==> src/resp_decoder_defs.vh <==
// constants for the card response decoder
`ifndef RESP_DECODER_DEFS_VH
`define RESP_DECODER_DEFS_VH
`define RT_R1        3'h0
`define RT_R1B       3'h1
`define RT_R2        3'h2
`define RT_R3        3'h3
`define RT_R4        3'h4
`define RT_R4B       3'h5
`define RT_R5        3'h6
`define RT_R6        3'h7
`define SHORT_LEN    8'h30
`define LONG_LEN     8'h88
`define IDX_ALL_ONES 6'h3F
`define IDX_ADDR_RSP 6'h28
`define RSV7_ONES    7'h7F
`define TIMEOUT_CK   8'h40
`endif

==> src/crc7_unit.v <==
// serial crc7 accumulator for the command line
`timescale 1ns/1ps
`default_nettype none
module crc7_unit (
  input  wire       clk,
  input  wire       reset_n,
  input  wire       clear,
  input  wire       shiftEn,
  input  wire       dataBit,
  output reg  [6:0] crc
);
  wire fb;
  assign fb = dataBit ^ crc[6];
  always @(posedge clk or negedge reset_n)
  begin
    if (!reset_n)
      crc <= 7'h00;
    else if (clear)
      crc <= 7'h00;
    else if (shiftEn)
      crc <= {crc[5:3], crc[2] ^ fb, crc[1:0], fb};
  end
endmodule
`default_nettype wire

==> src/card_response_decoder.v <==
// host-side framer and decoder of card responses on the command line
// How it works
// - bits arrive msb first and enter the shift register at the bottom, shifting left
// - frame must start with 0 then direction bit 0
// - crc7 checked on all types except the operating-conditions and i/o responses
// - last bit must be 1 as end marker
// - normal response is 48 bits, index in 45:40, 32-bit status
// - busy-capable response waits while data line is held low
// - long response is 136 bits, index all ones, register bits 127:1
// - erase busy holds data line low; host waits for release
// - conditions response has all-ones index and reserved bits 7:1
// - low level in conditions bit 31 means card still busy
// - fast i/o response splits address, register address and contents
// - i/o response gives ready, function count, memory flag, conditions
// - memory-only card flagged when memory present and zero functions
// - interrupt response carries relative address; zero means host-made
// - address response index 101000 with relative address and i/o status
`timescale 1ns/1ps
`default_nettype none
`include "resp_decoder_defs.vh"
module card_response_decoder (
  input  wire         clk,
  input  wire         reset_n,
  input  wire         cardClk,
  input  wire         card_command_wire,
  input  wire         card_data_wire,
  input  wire         expectStart,
  input  wire [2:0]   expectType,
  input  wire [5:0]   expectIndex,
  output reg          respDone,
  output reg          respTimeout,
  output reg          crcError,
  output reg          frameError,
  output reg          indexError,
  output reg          busyWait,
  output reg  [5:0]   respIndex,
  output reg  [31:0]  respArg,
  output reg  [126:0] longData,
  output reg          cardBusy,
  output reg  [15:0]  cardRca,
  output reg  [7:0]   regAddr,
  output reg  [7:0]   regData,
  output reg  [2:0]   numFunctions,
  output reg          memPresent,
  output reg          memOnlyCard,
  output reg          hostMadeIrq,
  output reg  [2:0]   ioStatus
);
  localparam IDLE = 4'b0001;
  localparam WAIT = 4'b0010;
  localparam RECV = 4'b0100;
  localparam BUSY = 4'b1000;

  reg [2:0]   ckSync;
  reg [1:0]   cmdSync;
  reg [1:0]   datSync;
  reg [3:0]   state;
  reg [2:0]   typeReg;
  reg [5:0]   idxReg;
  reg [7:0]   bitCnt;
  reg [7:0]   waitCnt;
  reg [135:0] shiftReg;
  wire        ckRise;
  wire        cmdBit;
  wire        datBit;
  wire [6:0]  crcVal;
  wire        isLong;
  wire [7:0]  frameLen;
  wire        lastBit;
  wire        crcZone;
  wire [135:0] frame;

  // is this response type checked by crc
  function crcChecked;
    input [2:0] t;
    begin
      crcChecked = (t != `RT_R3) && (t != `RT_R4B);
    end
  endfunction

  always @(posedge clk or negedge reset_n)
  begin
    if (!reset_n)
    begin
      ckSync  <= 3'h0;
      cmdSync <= 2'h3;
      datSync <= 2'h3;
    end
    else
    begin
      ckSync  <= {ckSync[1:0], cardClk};
      cmdSync <= {cmdSync[0], card_command_wire};
      datSync <= {datSync[0], card_data_wire};
    end
  end

  assign ckRise   = ckSync[1] & ~ckSync[2];
  assign cmdBit   = cmdSync[1];
  assign datBit   = datSync[1];
  assign isLong   = (typeReg == `RT_R2);
  assign frameLen = isLong ? `LONG_LEN : `SHORT_LEN;
  assign lastBit  = (bitCnt == frameLen - 8'h01);
  // crc covers all bits after the index for long responses, from bit 0 else
  assign crcZone  = isLong ? (bitCnt >= 8'h08) && (bitCnt < 8'h80)
                           : (bitCnt < 8'h28);
  assign frame    = {shiftReg[134:0], cmdBit};

  crc7_unit crcInst (
    .clk     (clk),
    .reset_n (reset_n),
    .clear   (state != RECV),
    .shiftEn (ckRise && (state == RECV) && crcZone),
    .dataBit (cmdBit),
    .crc     (crcVal)
  );

  always @(posedge clk or negedge reset_n)
  begin
    if (!reset_n)
    begin
      state        <= IDLE;
      typeReg      <= 3'h0;
      idxReg       <= 6'h00;
      bitCnt       <= 8'h00;
      waitCnt      <= 8'h00;
      shiftReg     <= 136'h0;
      respDone     <= 1'b0;
      respTimeout  <= 1'b0;
      crcError     <= 1'b0;
      frameError   <= 1'b0;
      indexError   <= 1'b0;
      busyWait     <= 1'b0;
      respIndex    <= 6'h00;
      respArg      <= 32'h0;
      longData     <= 127'h0;
      cardBusy     <= 1'b0;
      cardRca      <= 16'h0;
      regAddr      <= 8'h00;
      regData      <= 8'h00;
      numFunctions <= 3'h0;
      memPresent   <= 1'b0;
      memOnlyCard  <= 1'b0;
      hostMadeIrq  <= 1'b0;
      ioStatus     <= 3'h0;
    end
    else
    begin
      respDone    <= 1'b0;
      respTimeout <= 1'b0;
      case (state)
        IDLE:
        begin
          if (expectStart)
          begin
            typeReg <= expectType;
            idxReg  <= expectIndex;
            waitCnt <= 8'h00;
            state   <= WAIT;
          end
        end
        WAIT:
        begin
          if (ckRise)
          begin
            if (!cmdBit)
            begin
              shiftReg <= {135'h0, cmdBit};
              bitCnt   <= 8'h01;
              state    <= RECV;
            end
            else if (waitCnt == `TIMEOUT_CK)
            begin
              respTimeout <= 1'b1;
              state       <= IDLE;
            end
            else
              waitCnt <= waitCnt + 8'h01;
          end
        end
        RECV:
        begin
          if (ckRise)
          begin
            shiftReg <= frame;
            bitCnt   <= bitCnt + 8'h01;
            if (lastBit)
            begin
              respDone <= ~(typeReg == `RT_R1B);
              frameError <= frame[frameLen - 8'h02] | ~cmdBit |
                            ((typeReg == `RT_R3) && (frame[7:1] != `RSV7_ONES));
              crcError <= crcChecked(typeReg) &&
                          (frame[7:1] != crcVal);
              if (isLong)
              begin
                respIndex  <= frame[133:128];
                longData   <= frame[127:1];
                indexError <= frame[133:128] != `IDX_ALL_ONES;
              end
              else
              begin
                respIndex <= frame[45:40];
                respArg   <= frame[39:8];
                case (typeReg)
                  `RT_R3, `RT_R4, `RT_R5:
                    indexError <= frame[45:40] != `IDX_ALL_ONES;
                  `RT_R6:
                    indexError <= frame[45:40] != `IDX_ADDR_RSP;
                  `RT_R4B:
                    indexError <= 1'b0;
                  default:
                    indexError <= frame[45:40] != idxReg;
                endcase
                cardBusy <= ~frame[39];
                if (typeReg == `RT_R4 || typeReg == `RT_R5 || typeReg == `RT_R6)
                  cardRca <= frame[39:24];
                if (typeReg == `RT_R4)
                begin
                  regAddr <= frame[23:16];
                  regData <= frame[15:8];
                end
                // flag describes the latest short response only
                hostMadeIrq <= (typeReg == `RT_R5) && (frame[39:24] == 16'h0000);
                if (typeReg == `RT_R6)
                  ioStatus <= frame[23:21];
                if (typeReg == `RT_R4B)
                begin
                  numFunctions <= frame[38:36];
                  memPresent   <= frame[35];
                  memOnlyCard  <= frame[35] && frame[38:36] == 3'h0;
                end
              end
              if (typeReg == `RT_R1B)
              begin
                busyWait <= 1'b1;
                state    <= BUSY;
              end
              else
                state <= IDLE;
            end
          end
        end
        BUSY:
        begin
          if (ckRise && datBit)
          begin
            busyWait <= 1'b0;
            respDone <= 1'b1;
            state    <= IDLE;
          end
        end
        default:
          state <= IDLE;
      endcase
    end
  end
endmodule
`default_nettype wire

==> config.mk <==
export PLATFORM = sky130hd
export DESIGN_NAME = card_response_decoder
export DESIGN_NICKNAME = d
export VERILOG_FILES = /design/src/crc7_unit.v /design/src/card_response_decoder.v
export VERILOG_INCLUDE_DIRS = /design/src /design/src/src
export SDC_FILE = /design/constraint.sdc
export NUM_CORES = 1
export LEC_CHECK = 0
export BUFFER_PORTS_ARGS = -buffer_cell sky130_fd_sc_hd__buf_4
export CAP_MARGIN = 5
export CORE_AREA = 2 2 166 168
export DETAILED_ROUTE_END_ITERATION = 6
export DIE_AREA = 0 0 168 170
export PLACE_DENSITY = 0.78
export SYNTH_ARGS = -nofsm -noshare
export SYNTH_HDL_FRONTEND = slang
export SYNTH_SLANG_ARGS = --single-unit
==> constraint.sdc <==
create_clock -name clk -period 3.73 [get_ports clk]
set_clock_uncertainty 0.05 [all_clocks]
set_input_delay 0.373 -clock clk [delete_from_list [all_inputs] [get_ports clk]]
set_output_delay 0.373 -clock clk [all_outputs]
set_load 0.01 [all_outputs]
==> flow_summary_export.csv <==
group,metric,value,unit
grt,grt_first_pass_wirelength,55.30,mm
setup_path,crit_arrival,3.35,ns
synthesis,synth_top_area_share,63.94,%
power_and_ir_drop,internal_power,0.006959,W
setup_path,reg2reg_depth,7,
power_and_ir_drop,power_frac_comb,6.3,%
outcome,status,"finished clean",
setup_path,worstSetupPathType,"flop to flop",
clocking,clock_sinks,390,
timing,period_needed,3.003,ns
clocking,htree_levels,2,
setup_path,rr_startpoint,"state[3]",
timing,setup_viol,0,
timing,timing.slew.headroom,41.54,%
timing,worst_slack,0.7273,ns
clocking,cts_root_buf,"clkbuf_16",
floorplanning,io_pins,228,
power_and_ir_drop,power.switching,0.002112,W
power_and_ir_drop,irDropWorstVdd,0.3489,mV
place,place_congestion,0.8368,
place,post-place-ws,0.7741,ns
clocking,insertion_delay,0.53,ns
grt,grt_pass1_vias,9997,
min_path,min_from,"expectIndex[5]",
setup_path,crit_fanout,16,
grt,grt_max_degree,102,
setup_path,crit_chain,"nor4b_1 > buf_4 > nand2_1 > buf_4 > nor3_2 > nand3_1 > mux2_2",
clocking,cts_tree,"built",
power_and_ir_drop,p_per_area,486.8,nW/um^2
synthesis,synth_top_flop_cell,"dfrtp_1",
synthesis,synth.area.top_cells,"dfrtp_1 64%, mux2_2 12%, a22o_1 7.8%",
setup_path,worst_path_most_repeated_cell,"buf_4",
run,drv_cap,0,
synthesis,netlist_area,15070,um^2
routing,via_count,9770,
synthesis,synth_cell_type_count,55,
floorplanning,start_util,56.54,%
clocking,clk_pin_slew,0.06,ns
clocking,numCtsBuffers,41,
place,io_buffers,227,
floorplanning,num_rows,60,
timing,hold_viol,0,
final_layout,num-fill-cells,1814,
synthesis,synthArstFlopShare,100.0,%
final_layout,synthToLayoutAreaGrowth,23.68,%
setup_path,required,4.08,ns
synthesis,synth_seq_cells,390,
routing,drc_errors,0,
timing,rsz0062_at_grt,"no",
power_and_ir_drop,leakagePower,9.666,nW
place,hpwlAfterDp,21.54,mm
synthesis,synth_top_area_cell,"dfrtp_1",
timing,tns,0,ns
setup_path,cp-start-kind,"flop",
min_path,whs_endpoint,"idxReg[5]",
final_layout,postLayoutCoreUtil,69.92,%
power_and_ir_drop,swShare,23.28,%
floorplanning,die_w,168,um
synthesis,syn_nets,1079,
routing,postRouteAntennaNets,0,
timing,finalCritPeriodShare,80.50,%
routing,first_iter_violations,819,
setup_path,reg2reg_slack,0.73,ns
timing,max_freq,333.0,MHz
min_path,hp-class,"primary input to flop",
floorplanning,dieHeight,170,um
setup_path,worst_path_max_delay_cell,"nand3_1",
timing,finalMaxSlewViolations,0,
synthesis,synth_edf_count,0,
synthesis,avgSynthCellArea,14.21,um^2
synthesis,ys_warn_count,0,
clocking,cts_buffer_depth,3,
min_path,min_path_cells,3,
final_layout,nNetsFinal,1314,
final_layout,layout-drive-gt1-share,36.58,%
synthesis,synthCells,1060,
grt,grt.overflow.total,0,
setup_path,endpoint_kind,"flop",
floorplanning,dieArea,28560,um^2
routing,vias_per_cell,5.857,
routing,post_drt_wl_per_cell,20.29,um
power_and_ir_drop,p_clk_share,44.5,%
routing,dr.pass1.iters,6,
final_layout,regArea,9766,um^2
setup_path,critical-path-max-stage-delay,0.70,ns
synthesis,seq_area_frac_synth,64.81,%
setup_path,rr_endpoint,"regData[1]",
final_layout,multi_input_area,4992,um^2
timing,worst_pin_slew,0.8745,ns
grt,grt_antenna_before_repair,0,
timing,whs,0.01562,ns
floorplanning,core,26650,um^2
grt,grt_use_total,24.32,%
power_and_ir_drop,power_frac_seq,49.1,%
routing,wirelength,33.84,mm
==> cells in the final DEF (no fill, tap or decap), types with 2 or more instances in the layout <==
cell type,instances
dlygate4sd3_1,12
buf_4,240
inv_1,14
nand2b_1,4
dfstp_2,5
nor3_1,6
clkinv_2,3
or3_1,4
bufinv_16,2
nand2_1,69
a31oi_1,2
and4_1,3
a21oi_1,10
a21o_1,2
o21ai_0,32
a22o_1,134
buf_12,5
a41oi_1,2
dfrtp_1,385
mux2_1,36
nand3_1,13
clkbuf_1,13
nand4_1,7
xor2_1,6
xnor2_1,6
mux2i_1,18
o31ai_1,6
nor2_1,18
clkbuf_8,9
mux2_2,164
o41ai_1,4
and3_1,3
nor4b_1,4
inv_6,3
ha_1,4
clkbuf_16,43
nor4_1,6
==> through the flow <==
step | cells | total power (W) | area (um^2)
2_1_floorplan | 1060 | 0.004862 | 15070
3_3_place_gp | 1581 | 0.005067 | 17150
3_5_place_dp | 1581 | 0.005090 | 17150
4_1_cts | 1667 | 0.009138 | 18630
5_1_grt | 1667 | 0.009433 | 18630
6_report | 1668 | 0.009072 | 18630
==> Yosys cell counts (10+ instances only) <==
master,number
o21ai_0,32
nor2_1,19
dfrtp_1,385
a22o_1,134
buf_2,21
a21oi_1,10
nand3_1,13
nand2_1,70
inv_1,14
mux2i_1,18
clkbuf_1,43
mux2_1,36
mux2_2,164
==> metal layers <==
layer / wire [um] / vias up / global-route usage (%)
met4: 1078 / 0 / 8.696
met2: 16180 / 264 / 37.69
met1: 14360 / 5094 / 33.52
li1: - / 4345 / -
met3: 2232 / 67 / 6.535
met5: 0 / - / 0
==> registers in the layout, indices dropped and copies added (netlist names), 4 cells and up <==
register / flops
waitCnt: 8
respIndex: 6
respArg: 32
shiftReg: 134
regAddr: 8
idxReg: 6
cardRca: 16
crcInst.crc: 7
bitCnt: 8
longData: 127
regData: 8
state: 4
==> timing repair <==
| item | CTS | global route |
|---|---|---|
| hold endpoints to repair | 107 | 0 |
| buffers inserted | 0 | 0 |
| endpoints found under the setup margin | 0 | 0 |
| resized for setup | 0 | 0 |
| hold buffers | 12 | 0 |
==> worst max-delay path: cells and delay by family, from the launching register on <==
kind                   cells  cell delay (ns)
and+or+nand+nor            4             1.43
muxes                      1             0.53
DFF                        1             0.44
buffers and inverters      2             0.43
==> how the worst max path moves through the flow <==
stage	from	to	slack, ns	cells past startpoint
after detailed placement	state[3]	longData[118]	0.77	8
after global routing	state[3]	regAddr[6]	0.49	7
after global placement	state[3]	regData[4]	0.84	7
after floorplan	typeReg[2]	longData[100]	1.11	8
after CTS	state[3]	regData[1]	0.74	7
final	state[3]	regData[1]	0.73	7
==> final cells by class <==
class | instances | area share, %
timing repair buffer | 258 | 10.93
clock inverter | 9 | 0.5842
clock buffer | 65 | 6.701
inverter | 14 | 0.2820
antenna | 1 | 0.01343
multi-input combinational | 590 | 26.79
tap | 341 | 2.290
sequential | 390 | 52.41
==> cell families after synthesis <==
kind of cell / synth area share [%]
flops: 64.81
mux: 16.14
compound gates: 10.54
simple gates: 5.307
buf+inv: 2.167
xor+xnor: 0.6976
fa+ha+maj: 0.3322
==> power groups by stage <==
stage          Sequential (W)  Combinational (W)  Clock, W
2_1_floorplan         0.00445           0.000413         0
3_3_place_gp          0.00452           0.000547         0
3_5_place_dp          0.00453           0.000563         0
4_1_cts               0.00445           0.000577   0.00411
5_1_grt               0.00447           0.000658   0.00431
6_report              0.00446           0.000574   0.00404
No activity file was read; power rests on OpenSTA's default activity.
